### config.mk
export PLATFORM = sky130hd
export DESIGN_NAME = ast_uart
export DESIGN_NICKNAME = d
export VERILOG_FILES = /design/src/pkg/ast_pkg.sv /design/src/hw/ast_uart.sv
export SDC_FILE = /design/constraint.sdc
export NUM_CORES = 1
export LEC_CHECK = 0
export ABC_CLOCK_PERIOD_IN_PS = 3400
export BUFFER_PORTS_ARGS = -buffer_cell sky130_fd_sc_hd__buf_2
export CAP_MARGIN = 25
export CORE_UTILIZATION = 30
export CTS_CLUSTER_DIAMETER = 120
export DETAILED_ROUTE_END_ITERATION = 8
export GPL_ROUTABILITY_DRIVEN = 0
export PLACE_DENSITY = 0.57
export REMOVE_ABC_BUFFERS = 1
export SYNTH_ARGS = -nofsm -noshare
export SYNTH_HDL_FRONTEND = slang
export SYNTH_SLANG_ARGS = --single-unit
### constraint.sdc
create_clock -name i_ref_clk -period 3.4 [get_ports i_ref_clk]
set_input_delay 0.51 -clock i_ref_clk [delete_from_list [all_inputs] [get_ports i_ref_clk]]
set_output_delay 0.51 -clock i_ref_clk [all_outputs]
set_load 0.02 [all_outputs]
### src/pkg/ast_pkg.sv
// Constants, register map and types of the asynchronous serial transceiver.
package ast_pkg;
  localparam logic [15:0] AST_MODE_ADDR = 16'h020C;
  localparam logic [15:0] AST_STATUS_ADDR = 16'h020E;
  localparam logic [15:0] AST_TXDATA_ADDR = 16'h0210;
  localparam logic [15:0] AST_RXDATA_ADDR = 16'h0212;
  localparam logic [15:0] AST_BAUD_ADDR = 16'h0214;
  // Mode register fields
  localparam int AST_MODE_ON_BIT = 15;
  localparam int AST_ALT_PIN_BIT = 10;
  localparam int AST_FMT_LSB = 1;
  localparam int AST_STOP_BIT = 0;
  localparam logic [15:0] AST_MODE_RST = 16'h0000;
  // Status register fields
  localparam int AST_TX_ISEL_BIT = 15;
  localparam int AST_TX_BRK_BIT = 11;
  localparam int AST_TX_ALLOW_BIT = 10;
  localparam int AST_TX_FULL_BIT = 9;
  localparam int AST_TX_EMPTY_BIT = 8;
  localparam int AST_RX_ISEL_LSB = 6;
  localparam int AST_ADDR_DET_BIT = 5;
  localparam int AST_RX_IDLE_BIT = 4;
  localparam int AST_RX_PARITY_ERR_FLAG_BIT = 3;
  localparam int AST_RX_FRAME_ERR_FLAG_BIT = 2;
  localparam int AST_RX_OVERRUN_FLAG_BIT = 1;
  localparam int AST_RXDA_BIT = 0;
  localparam logic [15:0] AST_STATUS_RST = 16'h0110;
  localparam logic [15:0] AST_BAUD_RST = 16'h0000;
  // Queue geometry and bit timing
  localparam int AST_QDEPTH = 4;
  localparam logic [2:0] AST_QFULL = 3'h4;
  localparam logic [2:0] AST_QTHREE = 3'h3;
  localparam logic [3:0] AST_TICKS_LAST = 4'hF;
  localparam logic [3:0] AST_TICKS_MID = 4'h7;
  // Frame formats
  localparam logic [1:0] AST_FMT_8N = 2'h0;
  localparam logic [1:0] AST_FMT_8E = 2'h1;
  localparam logic [1:0] AST_FMT_8O = 2'h2;
  localparam logic [1:0] AST_FMT_9N = 2'h3;
  typedef enum logic [2:0] {
    AST_ST_IDLE = 3'b000,
    AST_ST_START = 3'b001,
    AST_ST_DATA = 3'b010,
    AST_ST_PAR = 3'b011,
    AST_ST_STOP = 3'b100
  } ast_state_t;
endpackage
### src/hw/ast_uart.sv
// Asynchronous serial transceiver: registers, baud, transmit and receive paths.
`timescale 1ns/1ps
module ast_uart
  import ast_pkg::*;
(
  input wire logic i_ref_clk,
  input wire logic i_resetn,
  input wire logic [15:0] i_addr,
  input wire logic [15:0] i_wdata,
  input wire logic i_wr,
  input wire logic i_rd,
  output logic [15:0] o_rdata,
  input wire logic i_serial_in_pin,
  input wire logic i_alt_serial_in_pin,
  output logic o_serial_out_pin,
  output logic o_serial_out_oe_n,
  output logic o_alt_serial_out_pin,
  output logic o_alt_serial_out_oe_n,
  output logic o_tx_irq_flag,
  output logic o_rx_irq_flag
);

  // Parity bit for a data byte given the format
  function automatic logic par_of(input logic [7:0] d, input logic [1:0] fmt);
    par_of = (fmt == AST_FMT_8O) ? ~(^d) : (^d);
  endfunction

  // Number of data bits minus one for the format
  function automatic logic [3:0] last_bit(input logic [1:0] fmt);
    last_bit = (fmt == AST_FMT_9N) ? 4'h8 : 4'h7;
  endfunction

  logic [15:0] mode_reg;
  logic [15:0] baud_divisor_reg;
  logic tx_irq_select_reg;
  logic tx_break_force_reg;
  logic tx_allow_reg;
  logic [1:0] rx_irq_select_reg;
  logic addr_detect_on_reg;
  logic rx_overrun_flag_reg;
  logic [15:0] rdata_reg;

  logic module_on;
  logic alt_pin_select;
  logic [1:0] frame_format_sel;
  logic stop_count_sel;
  logic wr_mode, wr_status, wr_tx, wr_baud, rd_rx;

  assign module_on = mode_reg[AST_MODE_ON_BIT];
  assign alt_pin_select = mode_reg[AST_ALT_PIN_BIT];
  assign frame_format_sel = mode_reg[AST_FMT_LSB +: 2];
  assign stop_count_sel = mode_reg[AST_STOP_BIT];
  assign wr_mode = i_wr && (i_addr == AST_MODE_ADDR);
  assign wr_status = i_wr && (i_addr == AST_STATUS_ADDR);
  assign wr_tx = i_wr && (i_addr == AST_TXDATA_ADDR);
  assign wr_baud = i_wr && (i_addr == AST_BAUD_ADDR);
  assign rd_rx = i_rd && (i_addr == AST_RXDATA_ADDR);

  // Mode and divisor: only software and reset touch them, never disable
  always_ff @(posedge i_ref_clk or negedge i_resetn) begin
    if (!i_resetn) begin
      mode_reg <= AST_MODE_RST;
      baud_divisor_reg <= AST_BAUD_RST;
    end else begin
      if (wr_mode) begin
        mode_reg <= i_wdata;
      end
      if (wr_baud) begin
        baud_divisor_reg <= i_wdata;
      end
    end
  end

  // Status control bits; selects survive disable, allow and break do not
  always_ff @(posedge i_ref_clk or negedge i_resetn) begin
    if (!i_resetn) begin
      tx_irq_select_reg <= AST_STATUS_RST[AST_TX_ISEL_BIT];
      rx_irq_select_reg <= AST_STATUS_RST[AST_RX_ISEL_LSB +: 2];
      addr_detect_on_reg <= AST_STATUS_RST[AST_ADDR_DET_BIT];
      tx_allow_reg <= AST_STATUS_RST[AST_TX_ALLOW_BIT];
      tx_break_force_reg <= AST_STATUS_RST[AST_TX_BRK_BIT];
    end else begin
      if (wr_status) begin
        tx_irq_select_reg <= i_wdata[AST_TX_ISEL_BIT];
        rx_irq_select_reg <= i_wdata[AST_RX_ISEL_LSB +: 2];
        addr_detect_on_reg <= i_wdata[AST_ADDR_DET_BIT];
      end
      if (!module_on) begin
        tx_allow_reg <= 1'b0;
        tx_break_force_reg <= 1'b0;
      end else if (wr_status) begin
        tx_allow_reg <= i_wdata[AST_TX_ALLOW_BIT];
        tx_break_force_reg <= i_wdata[AST_TX_BRK_BIT];
      end
    end
  end

  // Sixteen-times baud tick; counter held cleared while disabled
  logic [15:0] baud_cnt_reg;
  logic tick;
  assign tick = module_on && (baud_cnt_reg == baud_divisor_reg);
  always_ff @(posedge i_ref_clk or negedge i_resetn) begin
    if (!i_resetn) begin
      baud_cnt_reg <= 16'h0000;
    end else if (!module_on || tick) begin
      baud_cnt_reg <= 16'h0000;
    end else begin
      baud_cnt_reg <= baud_cnt_reg + 16'h0001;
    end
  end

  // ---------------- Transmit path ----------------
  logic [8:0] txq_mem [AST_QDEPTH];
  logic [1:0] txq_wp_reg, txq_rp_reg;
  logic [2:0] txq_cnt_reg;
  logic tx_queue_full;
  logic tx_load;
  logic tx_push;
  ast_state_t tx_state_reg;
  logic [8:0] tx_shifter;
  logic [3:0] tx_tick_reg;
  logic [3:0] tx_idx_reg;
  logic tx_bit_reg;
  logic tx_bit_end;
  logic tx_irq_reg;

  assign tx_queue_full = (txq_cnt_reg == AST_QFULL);
  assign tx_push = wr_tx && module_on && !tx_queue_full;
  // Break holds the shifter idle so no load and no transmit event occur
  assign tx_load = module_on && tx_allow_reg && !tx_break_force_reg
                   && (tx_state_reg == AST_ST_IDLE) && (txq_cnt_reg != 3'h0);
  assign tx_bit_end = tick && (tx_tick_reg == AST_TICKS_LAST);

  // Transmit queue pointers; disable or reset empties it
  always_ff @(posedge i_ref_clk or negedge i_resetn) begin
    if (!i_resetn) begin
      txq_wp_reg <= 2'h0;
      txq_rp_reg <= 2'h0;
      txq_cnt_reg <= 3'h0;
    end else if (!module_on) begin
      txq_wp_reg <= 2'h0;
      txq_rp_reg <= 2'h0;
      txq_cnt_reg <= 3'h0;
    end else begin
      if (tx_push) begin
        txq_wp_reg <= txq_wp_reg + 2'h1;
      end
      if (tx_load) begin
        txq_rp_reg <= txq_rp_reg + 2'h1;
      end
      if (tx_push && !tx_load) begin
        txq_cnt_reg <= txq_cnt_reg + 3'h1;
      end else if (tx_load && !tx_push) begin
        txq_cnt_reg <= txq_cnt_reg - 3'h1;
      end
    end
  end

  // Queue storage: nine low bits of the written word
  always_ff @(posedge i_ref_clk) begin
    if (tx_push) begin
      txq_mem[txq_wp_reg] <= i_wdata[8:0];
    end
  end

  // Transmit shifter; the bit timer restarts at load so start goes out at once
  always_ff @(posedge i_ref_clk or negedge i_resetn) begin
    if (!i_resetn) begin
      tx_state_reg <= AST_ST_IDLE;
      tx_shifter <= 9'h000;
      tx_tick_reg <= 4'h0;
      tx_idx_reg <= 4'h0;
      tx_bit_reg <= 1'b1;
    end else if (!module_on) begin
      tx_state_reg <= AST_ST_IDLE;
      tx_tick_reg <= 4'h0;
      tx_idx_reg <= 4'h0;
      tx_bit_reg <= 1'b1;
    end else if (tx_load) begin
      tx_shifter <= txq_mem[txq_rp_reg];
      tx_state_reg <= AST_ST_START;
      tx_tick_reg <= 4'h0;
      tx_bit_reg <= 1'b0;
    end else if (tick) begin
      tx_tick_reg <= tx_tick_reg + 4'h1;
      if (tx_bit_end) begin
        case (tx_state_reg)
          AST_ST_START: begin
            tx_state_reg <= AST_ST_DATA;
            tx_idx_reg <= 4'h0;
            tx_bit_reg <= tx_shifter[0];
          end
          AST_ST_DATA: begin
            // At or past the last bit, so a format change mid-frame cannot index off the end
            if (tx_idx_reg >= last_bit(frame_format_sel)) begin
              if (frame_format_sel == AST_FMT_8E || frame_format_sel == AST_FMT_8O) begin
                tx_state_reg <= AST_ST_PAR;
                tx_bit_reg <= par_of(tx_shifter[7:0], frame_format_sel);
              end else begin
                tx_state_reg <= AST_ST_STOP;
                tx_idx_reg <= 4'h0;
                tx_bit_reg <= 1'b1;
              end
            end else begin
              tx_idx_reg <= tx_idx_reg + 4'h1;
              tx_bit_reg <= tx_shifter[tx_idx_reg + 4'h1];
            end
          end
          AST_ST_PAR: begin
            tx_state_reg <= AST_ST_STOP;
            tx_idx_reg <= 4'h0;
            tx_bit_reg <= 1'b1;
          end
          AST_ST_STOP: begin
            if (stop_count_sel && tx_idx_reg == 4'h0) begin
              tx_idx_reg <= 4'h1;
            end else begin
              tx_state_reg <= AST_ST_IDLE;
            end
          end
          default: begin
            tx_state_reg <= AST_ST_IDLE;
            tx_bit_reg <= 1'b1;
          end
        endcase
      end
    end
  end

  // Transmit event pulse: every load, or only the load that empties the queue
  always_ff @(posedge i_ref_clk or negedge i_resetn) begin
    if (!i_resetn) begin
      tx_irq_reg <= 1'b0;
    end else begin
      tx_irq_reg <= tx_load && (!tx_irq_select_reg || (txq_cnt_reg == 3'h1 && !tx_push));
    end
  end

  // Pin steering; released to port control while disabled
  logic tx_line;
  assign tx_line = tx_break_force_reg ? 1'b0 : tx_bit_reg;
  assign o_serial_out_pin = alt_pin_select ? 1'b1 : tx_line;
  assign o_alt_serial_out_pin = alt_pin_select ? tx_line : 1'b1;
  assign o_serial_out_oe_n = !(module_on && !alt_pin_select);
  assign o_alt_serial_out_oe_n = !(module_on && alt_pin_select);

  // ---------------- Receive path ----------------
  logic rx_line;
  logic rx_prev_reg;
  assign rx_line = alt_pin_select ? i_alt_serial_in_pin : i_serial_in_pin;

  logic [10:0] rxq_mem [AST_QDEPTH];
  logic [1:0] rxq_wp_reg, rxq_rp_reg;
  logic [2:0] rxq_cnt_reg;
  ast_state_t rx_state_reg;
  logic [8:0] rx_shifter;
  logic [3:0] rx_tick_reg;
  logic [3:0] rx_idx_reg;
  logic rx_rx_parity_err_flag_reg, rx_rx_frame_err_flag_reg;
  logic rx_done;
  logic rx_pop;
  logic rx_push;
  logic rx_irq_reg;
  logic rx_sample;
  logic rx_stop_last;

  assign rx_sample = tick && (rx_tick_reg == AST_TICKS_MID);
  assign rx_stop_last = !stop_count_sel || (rx_idx_reg == 4'h1);
  assign rx_done = rx_sample && (rx_state_reg == AST_ST_STOP) && rx_stop_last;
  assign rx_pop = rd_rx && (rxq_cnt_reg != 3'h0);
  assign rx_push = rx_done && (rxq_cnt_reg != AST_QFULL);

  // Receive framer; an overrun freezes it until software clears the flag
  always_ff @(posedge i_ref_clk or negedge i_resetn) begin
    if (!i_resetn) begin
      rx_state_reg <= AST_ST_IDLE;
      rx_shifter <= 9'h000;
      rx_tick_reg <= 4'h0;
      rx_idx_reg <= 4'h0;
      rx_rx_parity_err_flag_reg <= 1'b0;
      rx_rx_frame_err_flag_reg <= 1'b0;
      rx_prev_reg <= 1'b1;
    end else if (!module_on) begin
      rx_state_reg <= AST_ST_IDLE;
      rx_tick_reg <= 4'h0;
      rx_prev_reg <= 1'b1;
    end else begin
      rx_prev_reg <= rx_line;
      if (rx_state_reg == AST_ST_IDLE) begin
        // Needs a high-to-low step, so a long break is not a new start
        if (!rx_line && rx_prev_reg && !rx_overrun_flag_reg) begin
          rx_state_reg <= AST_ST_START;
          rx_tick_reg <= 4'h0;
          rx_rx_parity_err_flag_reg <= 1'b0;
          rx_rx_frame_err_flag_reg <= 1'b0;
          rx_shifter <= 9'h000;
        end
      end else if (tick) begin
        rx_tick_reg <= rx_tick_reg + 4'h1;
        if (rx_sample) begin
          case (rx_state_reg)
            AST_ST_START: begin
              if (rx_line) begin
                rx_state_reg <= AST_ST_IDLE; // Glitch, not a start
              end else begin
                rx_state_reg <= AST_ST_DATA;
                rx_idx_reg <= 4'h0;
              end
            end
            AST_ST_DATA: begin
              rx_shifter[rx_idx_reg] <= rx_line;
              if (rx_idx_reg >= last_bit(frame_format_sel)) begin
                if (frame_format_sel == AST_FMT_8E || frame_format_sel == AST_FMT_8O) begin
                  rx_state_reg <= AST_ST_PAR;
                end else begin
                  rx_state_reg <= AST_ST_STOP;
                  rx_idx_reg <= 4'h0;
                end
              end else begin
                rx_idx_reg <= rx_idx_reg + 4'h1;
              end
            end
            AST_ST_PAR: begin
              rx_rx_parity_err_flag_reg <= (rx_line != par_of(rx_shifter[7:0], frame_format_sel));
              rx_state_reg <= AST_ST_STOP;
              rx_idx_reg <= 4'h0;
            end
            AST_ST_STOP: begin
              if (rx_stop_last) begin
                rx_state_reg <= AST_ST_IDLE;
              end else begin
                rx_idx_reg <= 4'h1;
              end
              if (!rx_line) begin
                rx_rx_frame_err_flag_reg <= 1'b1;
              end
            end
            default: begin
              rx_state_reg <= AST_ST_IDLE;
            end
          endcase
        end
      end
    end
  end

  // Receive queue pointers; disable or reset empties it
  always_ff @(posedge i_ref_clk or negedge i_resetn) begin
    if (!i_resetn) begin
      rxq_wp_reg <= 2'h0;
      rxq_rp_reg <= 2'h0;
      rxq_cnt_reg <= 3'h0;
    end else if (!module_on) begin
      rxq_wp_reg <= 2'h0;
      rxq_rp_reg <= 2'h0;
      rxq_cnt_reg <= 3'h0;
    end else begin
      if (rx_push) begin
        rxq_wp_reg <= rxq_wp_reg + 2'h1;
      end
      if (rx_pop) begin
        rxq_rp_reg <= rxq_rp_reg + 2'h1;
      end
      if (rx_push && !rx_pop) begin
        rxq_cnt_reg <= rxq_cnt_reg + 3'h1;
      end else if (rx_pop && !rx_push) begin
        rxq_cnt_reg <= rxq_cnt_reg - 3'h1;
      end
    end
  end

  // Stored word carries its own error flags so they follow the head
  always_ff @(posedge i_ref_clk) begin
    if (rx_push) begin
      rxq_mem[rxq_wp_reg] <= {rx_rx_parity_err_flag_reg, rx_rx_frame_err_flag_reg || !rx_line, rx_shifter};
    end
  end

  // Overrun: set wins over a software clear in the same cycle
  always_ff @(posedge i_ref_clk or negedge i_resetn) begin
    if (!i_resetn) begin
      rx_overrun_flag_reg <= 1'b0;
    end else if (!module_on) begin
      rx_overrun_flag_reg <= 1'b0;
    end else if (rx_done && rxq_cnt_reg == AST_QFULL) begin
      rx_overrun_flag_reg <= 1'b1;
    end else if (wr_status && !i_wdata[AST_RX_OVERRUN_FLAG_BIT]) begin
      rx_overrun_flag_reg <= 1'b0;
    end
  end

  // Receive event pulse by select code and resulting fill level
  always_ff @(posedge i_ref_clk or negedge i_resetn) begin
    if (!i_resetn) begin
      rx_irq_reg <= 1'b0;
    end else begin
      case (rx_irq_select_reg)
        2'h2: rx_irq_reg <= rx_push && (rxq_cnt_reg - (rx_pop ? 3'h1 : 3'h0)) == 3'h2;
        2'h3: rx_irq_reg <= rx_push && !rx_pop && rxq_cnt_reg == AST_QTHREE;
        default: rx_irq_reg <= rx_push;
      endcase
    end
  end

  assign o_tx_irq_flag = tx_irq_reg;
  assign o_rx_irq_flag = rx_irq_reg;

  // ---------------- Read port ----------------
  logic [10:0] rx_head;
  logic rx_have;
  logic [15:0] status_word;
  assign rx_head = rxq_mem[rxq_rp_reg];
  assign rx_have = (rxq_cnt_reg != 3'h0);

  // Last word handed out; an empty read repeats it rather than an unwritten slot
  logic [8:0] rx_last_reg;
  always_ff @(posedge i_ref_clk or negedge i_resetn) begin
    if (!i_resetn) begin
      rx_last_reg <= 9'h000;
    end else if (!module_on) begin
      rx_last_reg <= 9'h000;
    end else if (rx_pop) begin
      rx_last_reg <= rx_head[8:0];
    end
  end

  // Status image; parity and frame error bits only describe a word that is present
  always_comb begin
    status_word = 16'h0000;
    status_word[AST_TX_ISEL_BIT] = tx_irq_select_reg;
    status_word[AST_TX_BRK_BIT] = tx_break_force_reg;
    status_word[AST_TX_ALLOW_BIT] = tx_allow_reg;
    status_word[AST_TX_FULL_BIT] = tx_queue_full;
    status_word[AST_TX_EMPTY_BIT] = (tx_state_reg == AST_ST_IDLE);
    status_word[AST_RX_ISEL_LSB +: 2] = rx_irq_select_reg;
    status_word[AST_ADDR_DET_BIT] = addr_detect_on_reg;
    status_word[AST_RX_IDLE_BIT] = (rx_state_reg == AST_ST_IDLE);
    status_word[AST_RX_PARITY_ERR_FLAG_BIT] = rx_have && rx_head[10];
    status_word[AST_RX_FRAME_ERR_FLAG_BIT] = rx_have && rx_head[9];
    status_word[AST_RX_OVERRUN_FLAG_BIT] = rx_overrun_flag_reg;
    status_word[AST_RXDA_BIT] = rx_have;
  end

  // Read data registered one cycle after the strobe; unmapped reads zero
  always_ff @(posedge i_ref_clk or negedge i_resetn) begin
    if (!i_resetn) begin
      rdata_reg <= 16'h0000;
    end else if (i_rd) begin
      case (i_addr)
        AST_MODE_ADDR: rdata_reg <= mode_reg;
        AST_STATUS_ADDR: rdata_reg <= status_word;
        AST_RXDATA_ADDR: rdata_reg <= {7'h00, (rx_have ? rx_head[8:0] : rx_last_reg)};
        AST_BAUD_ADDR: rdata_reg <= baud_divisor_reg;
        default: rdata_reg <= 16'h0000;
      endcase
    end else begin
      rdata_reg <= 16'h0000;
    end
  end
  assign o_rdata = rdata_reg;

endmodule // ast_uart

# Word level (Yosys, flattened, before mapping)
# Memories as Yosys holds them, arrays and structs flattened. A register that Yosys moved wholly into a read port is not among the register bits.
# Index checks and enable logic that the tools add are counted.
dict set report word_totals {
  mem_count 2
  regBits 131
  mem_bits_rw 80
  inputBits 38
}
dict set report op_classes {
  add_sub_neg 14
  eq_ne 58
  muxes 104
  bitwise_logic 3
  n_reduce_logical 81
  order_cmp 5
}
# name words width rd rd_clocked_by_memory_dff wr line
set memory_table {}
lappend memory_table {rxq_mem 4 11 1 0 1 ast_uart.sv:252} ;# logic [10:0] rxq_mem [AST_QDEPTH];
lappend memory_table {txq_mem 4 9 1 1 1 ast_uart.sv:113} ;# logic [8:0] txq_mem [AST_QDEPTH];
# operator n
set ops {}
lappend ops {{16-bit by 10-bit equality test with 1-bit output (second input constant)} 5}
lappend ops {{4-bit 2-to-1 mux} 18}
lappend ops {{9-bit 2-to-1 mux} 8}
lappend ops {{16-bit one-hot mux with 4 select lines} 1}
lappend ops {{3-bit 2-to-1 mux} 20}
lappend ops {{1-bit 2-to-1 mux} 37}
lappend ops {{1-bit logical AND} 36}
lappend ops {{16-bit 2-to-1 mux} 2}
lappend ops {{3-bit one-hot mux with 4 select lines} 2}
lappend ops {{3-bit by 1-bit inequality test with 1-bit output (second input constant)} 7}
lappend ops {{4-bit inequality test (second input constant)} 5}
lappend ops {{3-bit by 2-bit equality test with 1-bit output (second input constant)} 6}
lappend ops {{2-bit 2-to-1 mux} 9}
lappend ops {{2-bit by 1-bit inequality test with 1-bit output (second input constant)} 9}
lappend ops {{16-bit by 1-bit adder with 16-bit output (second input constant)} 1}
lappend ops {{4-bit by 1-bit adder with 4-bit output (second input constant)} 4}
lappend ops {{16-bit equality test} 1}
lappend ops {{1-bit zero test} 16}
lappend ops {{4-bit one-hot mux with 4 select lines} 1}
lappend ops {{8-bit parity} 2}
lappend ops {{5-bit AND reduction} 3}
lappend ops {{3-bit equality test (second input constant)} 4}
lappend ops {{3-bit inequality test (second input constant)} 4}
lappend ops {{4-bit one-hot mux with 3 select lines} 1}
lappend ops {{other kinds (35)} 63}

# Depth between registers and ports, before layout
dict set report depth {
  depth_word 11
  ltp_mapped 12
  mapped_depth_nobuf 12
}

# Worst setup path before layout
# Ideal clock, no wire load.
dict set report synth_path {
  kind {input port to flip-flop}
  startpoint {in i_addr[5]}
  endpoint {reg rxq_cnt_reg[2]}
  slack_ns 0.385
  cell_stages 9
  t_required_ns 3.268
  setup_time_ns 0.132
  arrival_time_ns 2.883
  n_path_buf 0
  path_cell_list {or3_4 -> or4b_4 -> nor4b_4 -> nor2_1 -> fa_1 -> or2_2 -> mux2i_1 -> xnor2_1 -> nor2_1}
}
dict set report synth_between {
  elab_chain_len 7
  elab_cells_between_ends 9
  classes_between {eq/ne (2); mux (2); reduce/logical (5)}
}
# element line
set synth_lines {}
lappend synth_lines {{from (decl)} ast_uart.sv:8} ;# input wire logic [15:0] i_addr,
lappend synth_lines {{16-bit by 10-bit equality test with 1-bit output *} ast_uart.sv:57} ;# assign rd_rx = i_rd && (i_addr == AST_RXDATA_ADDR);
lappend synth_lines {{1-bit logical AND *} ast_uart.sv:57}
lappend synth_lines {{1-bit logical AND *} ast_uart.sv:270} ;# assign rx_pop = rd_rx && (rxq_cnt_reg != 3'h0);
lappend synth_lines {{1-bit zero test} ast_uart.sv:364} ;# if (rx_push && !rx_pop) begin
lappend synth_lines {{1-bit logical AND} ast_uart.sv:364}
lappend synth_lines {{3-bit 2-to-1 mux} ast_uart.sv:364}
lappend synth_lines {{3-bit 2-to-1 mux} ast_uart.sv:353} ;# end else if (!module_on) begin
lappend synth_lines {{to (signal assigned)} ast_uart.sv:365} ;# rxq_cnt_reg <= rxq_cnt_reg + 3'h1;
lappend synth_lines {{to (signal assigned)} ast_uart.sv:367} ;# rxq_cnt_reg <= rxq_cnt_reg - 3'h1;
lappend synth_lines {{to (decl)} ast_uart.sv:254} ;# logic [2:0] rxq_cnt_reg;
# Every way passes the cells marked *; elsewhere a longest branch is shown, timed or not.
# A chain may end at the register's enable or synchronous reset.

# Final worst setup path
dict set report layout_path {
  startpoint {reg mode_reg[1]}
  endpoint {reg rx_idx_reg[3]}
}
dict set report layout_between {
  elab_chain_len 5
  elab_cells_between_ends 10
  classes_between {order compare (1); eq/ne (4); mux (3); reduce/logical (2)}
}
# element line
set layout_lines {}
lappend layout_lines {{from (decl)} ast_uart.sv:33} ;# logic [15:0] mode_reg;
lappend layout_lines {{from (signal assigned)} ast_uart.sv:66} ;# mode_reg <= i_wdata;
lappend layout_lines {{2-bit equality test} ast_uart.sv:30} ;# last_bit = (fmt == AST_FMT_9N) ? 4'h8 : 4'h7;
lappend layout_lines {{4-bit 2-to-1 mux} ast_uart.sv:30}
lappend layout_lines {{4-bit >= comparator} ast_uart.sv:312} ;# if (rx_idx_reg >= last_bit(frame_format_sel)) begin
lappend layout_lines {{3-bit inequality test (no source line) or 4-bit 2-to-1 mux (tied branches)} --}
lappend layout_lines {{8-bit AND reduction (no source line) or 4-bit one-hot mux with 4 select lines (tied branches)} --}
lappend layout_lines {{to (signal assigned)} ast_uart.sv:320} ;# rx_idx_reg <= rx_idx_reg + 4'h1;
lappend layout_lines {{to (decl)} ast_uart.sv:258} ;# logic [3:0] rx_idx_reg;
# Several ways; a longest one is shown, not always the timed one.

==> results.py <==
metrics = {
    "floorplanning": {
        "die_area_sq_um": 35830,
        "die_w_um": 189.3,
        "die_h_um": 189.3,
        "core_area_sq_um": 34540,
        "io_pins": 60,
        "start_util": 0.3047,
        "row_count": 68,
    },
    "sta": {
        "holdWs_ps": -11.66,
        "final.setup.tns_ps": 0,
        "slew_viol_final": 0,
        "hold_viol_final": 3,
        "fin_crit_ps": 2839,
        "clock-skew-final_ps": 20.64,
        "relSlewSlack": 0.4289,
        "worstMarginPinSlew_ps": 856.6,
        "setup_viol": 0,
        "timing.final.ws_setup_ps": 561.1,
        "period_share": 0.8350,
        "rsz0062_at_grt": "no",
        "max_freq_mhz": 352.3,
    },
    "power": {
        "p_per_area_nw_per_um2": 448.9,
        "leakagePower_nw": 4.897,
        "finalPower_w": 0.005534,
        "max-vdd-ir-drop_mv": 0.3181,
    },
    "yosys": {
        "synthTopCellsByArea": "dfrtp_1 (33%), edfxtp_1 (23%), mux2_2 (4.7%)",
        "ys.flop_type": "dfrtp_1",
        "yosys.area.top_type_share": 0.3281,
        "synth.distinct_cells": 59,
        "ys_ff_latch": 220,
        "yosys_warnings": 0,
        "synthArstFlopShare": 0.6364,
        "syn_inst": 863,
        "synthTopCellsByCount": "dfrtp_1 (138), edfxtp_1 (80), nor2_1 (80)",
        "synth_area_per_cell_sq_um": 12.19,
        "seq_area_frac_synth": 0.5614,
        "synth_top_area_cell": "dfrtp_1",
        "yosysMostFrequentCell": "dfrtp_1",
        "synth_area_sq_um": 10520,
        "synth-edff-count": 80,
    },
    "clock_network": {
        "cts_root_buf": "clkbuf_16",
        "postCtsSetupRepairBufs": 0,
        "htree_levels": 1,
        "cts_hold_buffers": 0,
        "cts_inserted_buffers": 24,
        "cts_tree": "yes",
        "clock_sinks": 220,
        "cts.path.max_buffers": 3,
        "path_clk_slew_ps": 60,
        "cts_resized": 0,
        "clk_latency_ps": 520,
    },
    "route": {
        "ant_nets": 0,
        "drt_iter0_drc": 534,
        "wirelength_um": 25160,
        "post_drt_via_cell_ratio": 4.876,
        "dr.pass1.iters": 5,
        "vias": 6899,
        "drc_errors": 0,
        "wire_per_inst_um": 17.78,
    },
    "placement": {
        "dp.cells": 1370,
        "pre_cts_ws_ps": 287.9,
        "dp_hpwl_um": 17680,
        "port_buffers": 59,
    },
    "critical_path": {
        "worst_r2r_startpoint": "mode_reg[1]",
        "critPathArrivalTime_ps": 3220,
        "cp-end-kind": "flop",
        "cp-start-kind": "flop",
        "cp_max_fo": 8,
        "critPathLaunch": "mode_reg[1]",
        "cp.required_ps": 3780,
        "path_class": "flop to flop",
    },
    "global_route": {
        "top_usage_layer": "met2",
        "track_usage": 0.1419,
        "use_met3": 0.02057,
        "antenna_found_initial": 1,
        "globalRouteMet1Util": 0.1997,
        "grt_max_degree": 69,
        "grt_pass1_wl_um": 39710,
        "grt.overflow.total": 0,
        "first_global_vias": 6877,
        "met2_usage": 0.2315,
    },
    "cells_and_area": {
        "reg_top3": "rxq_mem: 44 flops, txq_mem: 36 flops",
        "final_cells": 1415,
        "area_growth_pct": 17.14,
        "top_register": "rxq_mem",
        "drive_gt1_frac": 0.2138,
        "final_nets": 1012,
        "largest_reg_flops": 44,
    },
    "outcome": {
        "violations": "hold timing",
        "status": "complete, but fails checks",
    },
    "min_path": {
        "worstHoldPathType": "input pin to asynchronous set/reset pin",
    },
    "run": {
        "maxCapViolCount": 0,
    },
}
-- worst max-delay path: stages (launching register included) --
cell and delay (ps):
dfrtp_1 420, ha_1 290, inv_1 160, ha_1 250
nand2b_1 150, a211o_1 290, a21oi_1 220, o21ai_0 120
or3_1 490, o21ai_0 220, o31ai_1 90
-- path summary, 6_finish.rpt --
check / end / slack (ps) / cells after the start
worst min register to register: mode_reg[14] / 490 / 1
worst max-delay path: rx_idx_reg[3] / 560 / 10
worst min-delay path: tx_idx_reg[3] / -10 / 1
min in group i_ref_clk: mode_reg[14] / 240 / 2
worst max register to register: rx_idx_reg[3] / 560 / 10
max in group asynchronous: o_rdata[9] / 2590 / 2
-- power by group --
part           internal (W)  switching, W
clock               0.00165       0.00104
sequential          0.00274    0.00000128
combinational     0.0000291     0.0000720
total               0.00442       0.00112
-- final cells by class --
type,instances,area [sq um]
Antenna cell,1,2.502
Clock buffer,30,644.4
Clock inverter,14,172.7
Fill cell,3406,22220
Inverter,25,93.84
Multi-Input combinational cell,580,4390
Sequential cell,220,5908
Tap cell,455,569.3
Timing Repair Buffer,90,546.8
-- cells in the final DEF, fill, tap and decap left out, types with 30 or more instances in the layout --
cell type,n
mux2_2,44
ha_1,32
nand2_1,53
buf_4,30
buf_2,58
o21ai_0,35
nor2_1,80
xnor2_1,45
dfrtp_1,138
nand3_1,34
a21oi_1,40
edfxtp_1,80
-- cell families after synthesis --
group / count (synthesis) / synth area share
mux: 96 / 0.1227
flops: 220 / 0.5614
compound gates: 128 / 0.07395
buf+inv: 63 / 0.02307
simple gates: 264 / 0.1298
fa+ha+maj: 33 / 0.03995
xor+xnor: 59 / 0.04910
-- routing by layer --
metal,up-vias,routed length [um]
met2,128,12020
met1,3453,11770
met4,0,431
met5,-,0
met3,30,943
li1,3288,-
-- through the flow --
step | instance area (sq um) | hold WS [ps] | util
after floorplan | 10380 | 214.4 | -
after global placement | 11510 | 473.9 | 0.3332
after detailed placement | 11510 | 481.8 | 0.3332
after CTS | 12330 | 30.76 | 0.3568
after global routing | 12330 | 39.12 | 0.3568
final | 12330 | -11.66 | 0.3569
Power figures use the tool's default switching activity.
